**config.mk**
```make
export PLATFORM = sky130hd
export DESIGN_NAME = safe_torque_off_input_monitor
export DESIGN_NICKNAME = d
export VERILOG_FILES = /design/src/include/safe_torque_off_pkg.sv /design/src/logic/safe_torque_off_input_monitor.sv
export SDC_FILE = /design/constraint.sdc
export NUM_CORES = 1
export LEC_CHECK = 0
export ABC_AREA = 1
export ABC_CLOCK_PERIOD_IN_PS = 15500
export BUFFER_PORTS_ARGS = -buffer_cell sky130_fd_sc_hd__buf_2
export CORE_ASPECT_RATIO = 0.8
export CORE_MARGIN = 3
export CORE_UTILIZATION = 60
export CTS_BUF_LIST = sky130_fd_sc_hd__clkbuf_8
export DETAILED_ROUTE_END_ITERATION = 10
export PLACE_DENSITY = 0.77
export SLEW_MARGIN = 10
export SYNTH_ARGS = -nofsm -noshare
export SYNTH_HDL_FRONTEND = slang
export SYNTH_SLANG_ARGS = --single-unit
export TNS_END_PERCENT = 50
```
**constraint.sdc**
```tcl
create_clock -name clock -period 15.5 [get_ports clock]
set_input_delay 0.775 -clock clock [delete_from_list [all_inputs] [get_ports clock]]
set_output_delay 0.775 -clock clock [all_outputs]
set_load 0.03 [all_outputs]
```
**src/include/safe_torque_off_pkg.sv**
```systemverilog
// Constants, register map and timing for the torque off input monitor
package safe_torque_off_pkg;
  // Register byte offsets
  localparam logic [5:0] OFS_COMM_FILTER = 6'h00;
  localparam logic [5:0] OFS_SAFETY_ENABLE = 6'h04;
  localparam logic [5:0] OFS_PW_ENTRY = 6'h08;
  localparam logic [5:0] OFS_PW_NEW = 6'h0C;
  localparam logic [5:0] OFS_PW_CONFIRM = 6'h10;
  localparam logic [5:0] OFS_TORQUE_STATUS = 6'h14;
  localparam logic [5:0] OFS_DISC_TOL = 6'h18;
  localparam logic [5:0] OFS_SAFE_DEBOUNCE = 6'h1C;
  localparam logic [5:0] OFS_STD_DEBOUNCE = 6'h20;
  localparam logic [5:0] OFS_IRQ_STATUS = 6'h24;
  localparam logic [5:0] OFS_IRQ_CLEAR = 6'h28;
  localparam logic [5:0] OFS_IRQ_ENABLE = 6'h2C;
  localparam logic [5:0] OFS_CONTROL = 6'h30;
  // Reset values
  localparam logic [7:0] RST_COMM_FILTER = 8'h00;
  localparam logic [3:0] RST_SAFETY_ENABLE = 4'h0;
  localparam logic [31:0] RST_PASSWORD = 32'h0000_0000;
  localparam logic [15:0] RST_DISC_TOL_MS = 16'h01F4;
  localparam logic [15:0] RST_SAFE_DEBOUNCE_MS = 16'h0001;
  localparam logic [15:0] RST_STD_DEBOUNCE_MS = 16'h0001;
  // Field codes
  localparam logic [7:0] COMM_SAFETY = 8'h5F;
  localparam logic [3:0] SFEN_NONE = 4'h0;
  localparam logic [3:0] SFEN_BASIC_TERMINALS = 4'h1;
  // Status and control bit positions
  localparam int STS_TORQUE_OFF = 1;
  localparam int STS_DISC_FAULT = 2;
  localparam int STS_TOGGLE_FAULT = 3;
  localparam int STS_UNLOCKED = 4;
  localparam int STS_COMMISSIONING = 5;
  localparam int CTRL_FAULT_ACK = 0;
  // Interrupt event bits
  localparam int IRQ_TORQUE_OFF = 0;
  localparam int IRQ_DISC_FAULT = 1;
  localparam int IRQ_TOGGLE_FAULT = 2;
  localparam int IRQ_N = 3;
  // Timing
  localparam int unsigned CLOCK_HZ = 20_000_000;
  localparam int unsigned MS_PER_S = 1000;
  localparam int unsigned CYCLES_PER_MS = CLOCK_HZ / MS_PER_S;
  localparam int unsigned TOGGLE_LIMIT = 8;
  localparam int unsigned TOGGLE_WINDOW_MS = 100;
endpackage

```
**src/logic/safe_torque_off_input_monitor.sv**
```systemverilog
// Two-channel fail-safe input monitor selecting torque off
// Function
// - Safety settings change only while the entered password matches, new passwords must be nonzero, factory password is zero.
// - Safety settings are writable only while the commissioning filter holds 95.
// - Enable value 0 means no safety functions, 1 means basic functions from the terminals, reset 0.
// - Status bit 1 reads one while torque off is active.
// - Both fail-safe channels are compared continuously for equal level.
// - A disagreement lasting past the tolerance time raises a wiring fault, shorter ones are ignored.
// - Torque off is selected as soon as either filtered channel goes low, with no tolerance delay.
// - Pulses shorter than the debounce time are suppressed, so selection waits for that time.
// - Too many level changes on the fail-safe inputs within the monitoring interval raise a fault.
// - The standard input debounce and the fail-safe debounce are separate settings and paths.
// - While torque off is active, motor energy delivery is blocked.
`timescale 1ns/1ps
module safe_torque_off_input_monitor #(
  parameter int unsigned CYCLES_PER_MS = safe_torque_off_pkg::CYCLES_PER_MS,
  parameter int unsigned TOGGLE_LIMIT = safe_torque_off_pkg::TOGGLE_LIMIT,
  parameter int unsigned TOGGLE_WINDOW_MS = safe_torque_off_pkg::TOGGLE_WINDOW_MS
) (
  // Clock and reset
  input wire logic clock,
  input wire logic rst,
  // Avalon-MM slave
  input wire logic [5:0] address,
  input wire logic read,
  input wire logic write,
  input wire logic [31:0] writedata,
  input wire logic [3:0] byteenable,
  output logic [31:0] readdata,
  output logic waitrequest,
  // Input pins
  input wire logic fail_safe_input_a,
  input wire logic fail_safe_input_b,
  input wire logic standard_input,
  // Drive and status
  output logic motor_energy_enable,
  output logic torque_off_active_flag,
  output logic wiring_fault,
  output logic toggle_fault,
  output logic standard_input_filtered,
  output logic irq
);
  ////////////////////////////////////////////////////////////////////////////
  typedef struct packed {
    logic ack;
    logic [31:0] rdata;
    logic [7:0] comm;
    logic [3:0] sfen;
    logic [31:0] pw_entry;
    logic [31:0] pw_new;
    logic [31:0] pw_conf;
    logic [31:0] pw;
    logic [15:0] tol_ms;
    logic [15:0] sdb_ms;
    logic [15:0] stdb_ms;
    logic [2:0] s1;
    logic [2:0] s2;
    logic [2:0] lv;
    logic [2:0] filt;
    logic [2:0][31:0] db_cnt;
    logic [31:0] pre;
    logic [15:0] disc_ms;
    logic [15:0] win_ms;
    logic [15:0] tog_cnt;
    logic disc_flt;
    logic tog_flt;
    logic torque_off;
    logic [safe_torque_off_pkg::IRQ_N-1:0] ists;
    logic [safe_torque_off_pkg::IRQ_N-1:0] ien;
  } state_t;

  state_t st_r;
  state_t st_nxt;
  logic [31:0] thr_safe;
  logic [31:0] thr_std;
  logic unlocked;
  logic setting_ok;
  logic wr_go;
  logic ms_tick;
  logic enabled;
  localparam int IRQ_EV_W = safe_torque_off_pkg::IRQ_N;

  function automatic logic [31:0] merge(input logic [31:0] old, input logic [31:0] d,
                                        input logic [3:0] be);
    logic [31:0] r;
    r = old;
    for (int i = 0; i < 4; i++) begin
      if (be[i]) begin
        r[8*i +: 8] = d[8*i +: 8];
      end
    end
    return r;
  endfunction

  // Thresholds in cycles; the standard path never sees the safe setting
  assign thr_safe = 32'(32'(st_r.sdb_ms) * CYCLES_PER_MS);
  assign thr_std = 32'(32'(st_r.stdb_ms) * CYCLES_PER_MS);
  assign unlocked = (st_r.pw_entry == st_r.pw);
  assign setting_ok = unlocked && (st_r.comm == safe_torque_off_pkg::COMM_SAFETY);
  assign wr_go = write && st_r.ack;
  assign ms_tick = (st_r.pre == 32'(CYCLES_PER_MS - 1));
  assign enabled = (st_r.sfen == safe_torque_off_pkg::SFEN_BASIC_TERMINALS);

  ////////////////////////////////////////////////////////////////////////////
  always_comb begin
    logic [31:0] wd;
    logic [31:0] rv;
    logic [31:0] thr;
    logic [2:0] chg;
    logic [IRQ_EV_W-1:0] ev;
    logic [15:0] add;
    st_nxt = st_r;
    wd = 32'h0000_0000;
    rv = 32'h0000_0000;
    thr = 32'h0000_0000;
    chg = 3'h0;
    ev = '0;
    add = 16'h0000;

    // Bus: one wait cycle, then answer; write lands on the answering edge
    st_nxt.ack = (read || write) && !st_r.ack;
    case (address)
      safe_torque_off_pkg::OFS_COMM_FILTER: rv = {24'h000000, st_r.comm};
      safe_torque_off_pkg::OFS_SAFETY_ENABLE: rv = {28'h0000000, st_r.sfen};
      safe_torque_off_pkg::OFS_PW_ENTRY: rv = st_r.pw_entry;
      safe_torque_off_pkg::OFS_PW_NEW: rv = st_r.pw_new;
      safe_torque_off_pkg::OFS_PW_CONFIRM: rv = st_r.pw_conf;
      safe_torque_off_pkg::OFS_TORQUE_STATUS: begin
        rv[safe_torque_off_pkg::STS_TORQUE_OFF] = st_r.torque_off;
        rv[safe_torque_off_pkg::STS_DISC_FAULT] = st_r.disc_flt;
        rv[safe_torque_off_pkg::STS_TOGGLE_FAULT] = st_r.tog_flt;
        rv[safe_torque_off_pkg::STS_UNLOCKED] = unlocked;
        rv[safe_torque_off_pkg::STS_COMMISSIONING] =
          (st_r.comm == safe_torque_off_pkg::COMM_SAFETY);
      end
      safe_torque_off_pkg::OFS_DISC_TOL: rv = {16'h0000, st_r.tol_ms};
      safe_torque_off_pkg::OFS_SAFE_DEBOUNCE: rv = {16'h0000, st_r.sdb_ms};
      safe_torque_off_pkg::OFS_STD_DEBOUNCE: rv = {16'h0000, st_r.stdb_ms};
      safe_torque_off_pkg::OFS_IRQ_STATUS: rv = 32'(st_r.ists);
      safe_torque_off_pkg::OFS_IRQ_ENABLE: rv = 32'(st_r.ien);
      default: rv = 32'h0000_0000;
    endcase
    if (read && !st_r.ack) begin
      st_nxt.rdata = rv;
    end

    if (wr_go) begin
      wd = merge(rv, writedata, byteenable);
      case (address)
        safe_torque_off_pkg::OFS_COMM_FILTER: st_nxt.comm = wd[7:0];
        safe_torque_off_pkg::OFS_SAFETY_ENABLE: begin
          if (setting_ok) begin
            st_nxt.sfen = wd[3:0];
          end
        end
        safe_torque_off_pkg::OFS_PW_ENTRY: st_nxt.pw_entry = wd;
        safe_torque_off_pkg::OFS_PW_NEW: st_nxt.pw_new = wd;
        safe_torque_off_pkg::OFS_PW_CONFIRM: begin
          st_nxt.pw_conf = wd;
          // A rejected password leaves the old one in force
          if (unlocked && wd == st_r.pw_new && wd != 32'h0000_0000) begin
            st_nxt.pw = wd;
            st_nxt.pw_entry = wd;
          end
        end
        safe_torque_off_pkg::OFS_DISC_TOL: begin
          if (setting_ok) begin
            st_nxt.tol_ms = wd[15:0];
          end
        end
        safe_torque_off_pkg::OFS_SAFE_DEBOUNCE: begin
          if (setting_ok) begin
            st_nxt.sdb_ms = wd[15:0];
          end
        end
        safe_torque_off_pkg::OFS_STD_DEBOUNCE: st_nxt.stdb_ms = wd[15:0];
        safe_torque_off_pkg::OFS_IRQ_ENABLE: st_nxt.ien = wd[IRQ_EV_W-1:0];
        default: st_nxt.comm = st_nxt.comm;
      endcase
    end

    // Pins: two flops before anything looks at them
    st_nxt.s1 = {standard_input, fail_safe_input_b, fail_safe_input_a};
    st_nxt.s2 = st_r.s1;
    st_nxt.lv = st_r.s2;
    st_nxt.pre = ms_tick ? 32'h0000_0000 : st_r.pre + 32'h0000_0001;

    // Debounce: level passes only after staying put for the set time
    for (int c = 0; c < 3; c++) begin
      thr = (c == 2) ? thr_std : thr_safe;
      if (st_r.s2[c] == st_r.filt[c]) begin
        st_nxt.db_cnt[c] = 32'h0000_0000;
      end else if (st_r.db_cnt[c] >= thr) begin
        st_nxt.filt[c] = st_r.s2[c];
        st_nxt.db_cnt[c] = 32'h0000_0000;
      end else begin
        st_nxt.db_cnt[c] = st_r.db_cnt[c] + 32'h0000_0001;
      end
    end

    // Simultaneity check on the filtered channels
    if (st_r.filt[0] == st_r.filt[1]) begin
      st_nxt.disc_ms = 16'h0000;
    end else begin
      if (st_r.disc_ms >= st_r.tol_ms) begin
        st_nxt.disc_flt = 1'b1;
      end else if (ms_tick) begin
        st_nxt.disc_ms = st_r.disc_ms + 16'h0001;
      end
    end

    // Toggle count over a fixed window; raw edges so test pulses count too
    chg = st_r.s2 ^ st_r.lv;
    add = 16'(chg[0]) + 16'(chg[1]);
    if (ms_tick && st_r.win_ms >= 16'(TOGGLE_WINDOW_MS - 1)) begin
      st_nxt.win_ms = 16'h0000;
      st_nxt.tog_cnt = add;
    end else begin
      st_nxt.win_ms = ms_tick ? st_r.win_ms + 16'h0001 : st_r.win_ms;
      st_nxt.tog_cnt = (st_r.tog_cnt > 16'hFFF0) ? st_r.tog_cnt : st_r.tog_cnt + add;
    end
    if (st_r.tog_cnt > 16'(TOGGLE_LIMIT)) begin
      st_nxt.tog_flt = 1'b1;
    end

    // Fault acknowledge; a fault still present sets again and wins
    if (wr_go && address == safe_torque_off_pkg::OFS_CONTROL &&
        byteenable[0] && writedata[safe_torque_off_pkg::CTRL_FAULT_ACK]) begin
      st_nxt.disc_flt = (st_r.filt[0] != st_r.filt[1]) && (st_r.disc_ms >= st_r.tol_ms);
      st_nxt.tog_flt = st_r.tog_cnt > 16'(TOGGLE_LIMIT);
    end

    // Either channel low selects at once; faults also hold torque off
    st_nxt.torque_off = enabled && (!st_r.filt[0] || !st_r.filt[1] ||
                             st_r.disc_flt || st_r.tog_flt);

    // Sticky events, set beats clear
    ev[safe_torque_off_pkg::IRQ_TORQUE_OFF] = st_nxt.torque_off && !st_r.torque_off;
    ev[safe_torque_off_pkg::IRQ_DISC_FAULT] = st_nxt.disc_flt && !st_r.disc_flt;
    ev[safe_torque_off_pkg::IRQ_TOGGLE_FAULT] = st_nxt.tog_flt && !st_r.tog_flt;
    if (wr_go && address == safe_torque_off_pkg::OFS_IRQ_CLEAR) begin
      st_nxt.ists = st_r.ists & ~writedata[IRQ_EV_W-1:0];
    end
    st_nxt.ists = st_nxt.ists | ev;
  end

  ////////////////////////////////////////////////////////////////////////////
  always_ff @(posedge clock or posedge rst) begin
    if (rst) begin
      st_r <= '0;
      st_r.comm <= safe_torque_off_pkg::RST_COMM_FILTER;
      st_r.sfen <= safe_torque_off_pkg::RST_SAFETY_ENABLE;
      st_r.pw <= safe_torque_off_pkg::RST_PASSWORD;
      st_r.pw_entry <= safe_torque_off_pkg::RST_PASSWORD;
      st_r.tol_ms <= safe_torque_off_pkg::RST_DISC_TOL_MS;
      st_r.sdb_ms <= safe_torque_off_pkg::RST_SAFE_DEBOUNCE_MS;
      st_r.stdb_ms <= safe_torque_off_pkg::RST_STD_DEBOUNCE_MS;
    end else begin
      st_r <= st_nxt;
    end
  end

  ////////////////////////////////////////////////////////////////////////////
  assign readdata = st_r.rdata;
  assign waitrequest = (read || write) && !st_r.ack;
  assign motor_energy_enable = !st_r.torque_off;
  assign torque_off_active_flag = st_r.torque_off;
  assign wiring_fault = st_r.disc_flt;
  assign toggle_fault = st_r.tog_flt;
  assign standard_input_filtered = st_r.filt[2];
  assign irq = |(st_r.ists & st_r.ien);
endmodule

```
# Word level (Yosys, flattened, before mapping)
# Index checks and enable logic that the tools add are counted.
# word_totals
reg_bits	417
input_bits	49
output_inout_bits	39
elab_cells	156
# op_classes
add_sub_neg	8
mul	2
n_lt_le_gt_ge	7
eq_ne	25
mux	31
bitwise	8
n_reduce_logical	46
# op_table
op	n
$mux 32	9
$pmux 26 s7	1
$add 32x1->32 const B	4
$ge 32x31->1	3
$mux 16	5
$eq 32x32->1	2
$mux 8	8
$pmux 32 s2	1
$pmux 5 s11	1
$mul 16x10->26 const B	2
$add 16x1->16 const B	2
$eq 32x15->1 const B	1
$reduce_bool 32->1	1
$eq 6x6->1 const B	5
$eq 6x5->1 const B	4
$reduce_and 2->1	9
$add 16x2->16	1
$ge 16x16->1	1
$ge 16x7->1 const B	1
$gt 16x16->1 const B	1
$gt 16x4->1 const B	1
$logic_and 1x1->1	16
$reduce_and 3->1	5
$eq 6x4->1 const B	2
21 further kinds	41

# Logic depth before layout (Yosys ltp)
# depth
ltp_word	9
depth_mapped	37

# Worst setup path before layout
# OpenSTA, ideal clock, no wires.
# synth_path
kind	register -> register
from	register st_r[201] in the netlist's numbering
to	register st_r[183] in the netlist's numbering
setup_time_ps	132
arrival_time_ps	5793
path_slack_ps	9575
path_stages_with_launch	38
period_less_slack_ps	5925
cell_sequence	dfrtp_1 -> inv_1 -> fa_1 -> inv_1 -> ha_1 -> inv_1 -> fa_1 -> inv_1 -> ha_1 -> inv_1 -> fa_1 -> inv_1 -> ha_1 -> nand2_1 -> nor3_1 -> nand2_1 -> o211ai_1 -> nand2_1 -> [2 not listed] -> nand2_1 -> nand2_1 -> nand2_1 -> nand2_1 -> nand2_1 -> a211oi_1 -> xor2_1 -> ha_1 -> nand2_1 -> nor3_1 -> nor3b_1 -> and3_1 -> nand3_1 -> nand3_1 -> a21oi_1 -> inv_1 -> clkbuf_1 -> nor2_1
# synth_rtl
element	line	source
start, declared	safe_torque_off_input_monitor.sv:72	state_t st_r;
start signal, assigned	safe_torque_off_input_monitor.sv:259	st_r <= st_nxt;

==> summary.md <==
| Metric | Value |
|---|---|
| Status | `completed` |
| CP startpoint kind | `flip-flop` |
| Slew @ Worst Pin | `approximately 1200 ps` |
| Dominant synthesized flop cell | `dfrtp_1` |
| Cell count after synthesis | `roughly 3800` |
| Yosys warnings | `0` |
| First-pass GRT wire length | `122000 um` |
| # IOs | `88` |
| Commonest cells in the netlist | `909 x nand2_1, 630 x inv_1, 409 x dfrtp_1` |
| Syn Nets | `about 4200` |
| Post-synth EDFFs | `0` |
| Filler cells | `4100` |
| Final Cycle Share | `43.9%` |
| Crit path max fanout | `32` |
| RSZ-0062 raised after global routing | `false` |
| Clock Path Buffers | `3` |
| Initial antenna violation count | `1` |
| Starting density of the core | `61.3%` |
| Inserted Clock Buffers | `71` |
| Die width | `252 um` |
| Logic pwr share | `a little over a quarter` |
| Reg power frac | `39.0%` |
| Core ar. | `between 0.04 and 0.05 mm^2` |
| GR Overflow Total | `0` |
| Worst path depth | `29` |
| Fraction of layout instances using a drive strength above 1 | `between 7 and 8%` |
| Power, Total | `3030 uW` |
| Vias per cell | `around 5.5` |
| Worst Hold Class | `in2reg` |
| Worst setup endpoint | `st_r[153]$_DFF_PP0_` |
| HPWL Detailed | `around 56000 um` |
| Final hold violation count | `0` |
| Worst VDD drop | `0.0835 mV` |
| Root Buffer | `clkbuf_8` |
| Clock power share | `a little over a third` |
| CTS Hold Bufs | `0` |
| Crit path arrival time | `7310 ps` |
| Post-Synthesis Cell Area | `0.0291 mm^2` |
| Post-CTS Setup Bufs | `0` |
| Critical Path Start | `st_r[207]$_DFFE_PP0P_` |
| Via count | `approximately 25000` |
| GR Util All Layers | `about 30%` |
| Final #Nets | `roughly 4300` |
| CTS H-tree depth | `3` |
| R2r setup slk | `8700 ps` |
| Largest net degree at the start of global routing | `160` |
| Multi-input combinational cell area | `roughly 0.016 mm^2` |
| Delay-heaviest family, CP | `adder cells` |
| Die area | `around 0.05 mm^2` |
| Clk slew on worst S/H paths | `roughly 60 ps` |
| Worst path most repeated cell | `inv_1` |
| Die H | `between 200 and 250 um` |
| DRT iter0 DRCs | `around 2200` |
| Layout area overhead | `7.56%` |
| Critical path's slowest cell | `inv_1` |
| Register area | `around 0.010 mm^2` |
| Slew Limit Fails | `0` |
| R2R cell count | `29` |
| Placer Congestion | `0.942` |
| Post-synthesis sequential area ratio | `35.8%` |
| DRT Wirelength | `~75000 um` |
| CTS resizes | `0` |
| Maximum clock rate | `about 150 MHz` |
| Syn Area/Cell | `between 7 and 8 um^2` |
| Start of the worst register-to-register path | `st_r[207]$_DFFE_PP0P_` |
| Switching part of the total | `~34%` |
| Power Density | `96.5 mW/mm^2` |
| FFs w/ async S/R, synth | `between 90% and 100%` |
| Crit path largest cell delay | `around 700 ps` |
| Clock sinks | `between 400 and 500` |
| Antenna viol nets, final | `0` |
| Remaining DRCs | `0` |
| Vias in the first global route | `between 20000 and 25000` |
| Worst Setup End Kind | `flip-flop` |
| First-pass DRT Iterations | `6` |
| WP buf/inv | `7` |
| Reg-to-Reg End | `st_r[153]$_DFF_PP0_` |
| Avg WL per Cell | `around 16 um` |
| Port bufs | `87` |
| Switching component of the power | `between 1000 and 1500 uW` |
| TNS Setup | `0 ps` |
| CTS tree | `done` |
| Leakage power figure | `0.0160 uW` |
| Rel. slew slack | `22.1%` |
| Flops & latches, synth | `417` |
| Synth cell types | `58` |
| Final setup viols | `0` |
| WP data required | `roughly 16000 ps` |
| Std cell rows | `about 70` |
| Int Pwr | `1990 uW` |
| Max Cap Violations | `0` |
| Clk_skew | `slightly below 30 ps` |
| Kind of critical path | `reg2reg` |
| Minimum clock period | `a little under 7000 ps` |
| Top cells by area, synth | `dfrtp_1 35%, nand2_1 12%, ha_1 10%, inv_1 8.1%, fa_1 4.9%` |
| Clock latency on the worst-skew pair | `just under 700 ps` |
| Post-synth top area share | `35.1%` |
| Largest area contributor in the netlist | `dfrtp_1` |
| Most common cell in the netlist | `nand2_1` |
placed cells by master, fill, tap and decap left out, drive strengths merged, types with 56 or more instances in the layout:
master	n
nand2	928
inv	660
dfrtp	409
nor2	387
o21ai	260
ha	237
nand3	204
a21oi	116
xor2	109
nor3	108
buf	96
clkbuf	88
fa	71
xnor2	57
nand4	56
how the worst min path moves through the flow:
stage | start | end | slack, ps | cells past startpoint
2_1_floorplan | st_nxt[191]$_DFF_PP0_ | st_nxt[188]$_DFF_PP0_ | 330 | 0
5_1_grt | standard_input | st_nxt[193]$_DFF_PP0_ | 180 | 1
3_5_place_dp | st_nxt[191]$_DFF_PP0_ | st_nxt[188]$_DFF_PP0_ | 340 | 0
4_1_cts | standard_input | st_nxt[193]$_DFF_PP0_ | 170 | 1
6_report | standard_input | st_nxt[193]$_DFF_PP0_ | 210 | 1
3_3_place_gp | st_nxt[192]$_DFF_PP0_ | st_nxt[189]$_DFF_PP0_ | 340 | 0
layout make-up:
cell class / instances / area share, %
tap: 620 / 2.47
clock buffer: 88 / 3.86
antenna: 1 / 0.00798
sequential: 417 / 33.3
clock inverter: 41 / 0.898
multi-input combinational: 2670 / 50.1
timing repair buffer: 96 / 1.64
inverter: 639 / 7.67
stage by stage:
stage	std cells	util (%)	setup slack (ps)	hold WS [ps]	cell area [um^2]
2_1_floorplan	3829	-	3130	331	29100
3_3_place_gp	4442	62.8	8870	340	29900
3_5_place_dp	4442	62.8	8760	340	29900
4_1_cts	4571	66.0	8700	171	31400
5_1_grt	4572	66.0	7900	180	31400
6_report	4572	66.0	8700	214	31400
layer usage:
metal / wire length [um] / GRT usage, % / vias up
met3: 6240 / 6.46 / 144
li1: - / - / 12301
met1: 34000 / 42.9 / 11701
met5: 0 / 0 / -
met4: 2070 / 8.91 / 0
met2: 32300 / 44.4 / 904
state kept, by name (all words and copies together), names as in the netlist:
signal                   cells
toggle_fault                 1
st_nxt                       6
st_r                       375
standard_input_filtered      1
torque_off_active_flag       1
readdata                    32
wiring_fault                 1
cells by family (layout without fill, tap and decap cells):
logic type / after synthesis / count (layout) / synth area share [%]
other: 0 / 1 / 0
buffers and inverters: 742 / 864 / 10.3
AOI/OAI and AO/OA: 425 / 425 / 7.87
DFF: 417 / 417 / 35.8
and+or+nand+nor: 1771 / 1771 / 26.0
adders and majority gates: 308 / 308 / 15.0
xor gates and xnor gates: 166 / 166 / 4.99
power by group through the flow:
stage,sequential [uW],combinational (uW),clock (uW)
6_report,1180,795,1050
5_1_grt,1180,915,1110
4_1_cts,1180,796,1060
3_5_place_dp,1200,790,0
3_3_place_gp,1200,771,0
2_1_floorplan,1180,617,0
No activity file was read; power rests on OpenSTA's default activity.
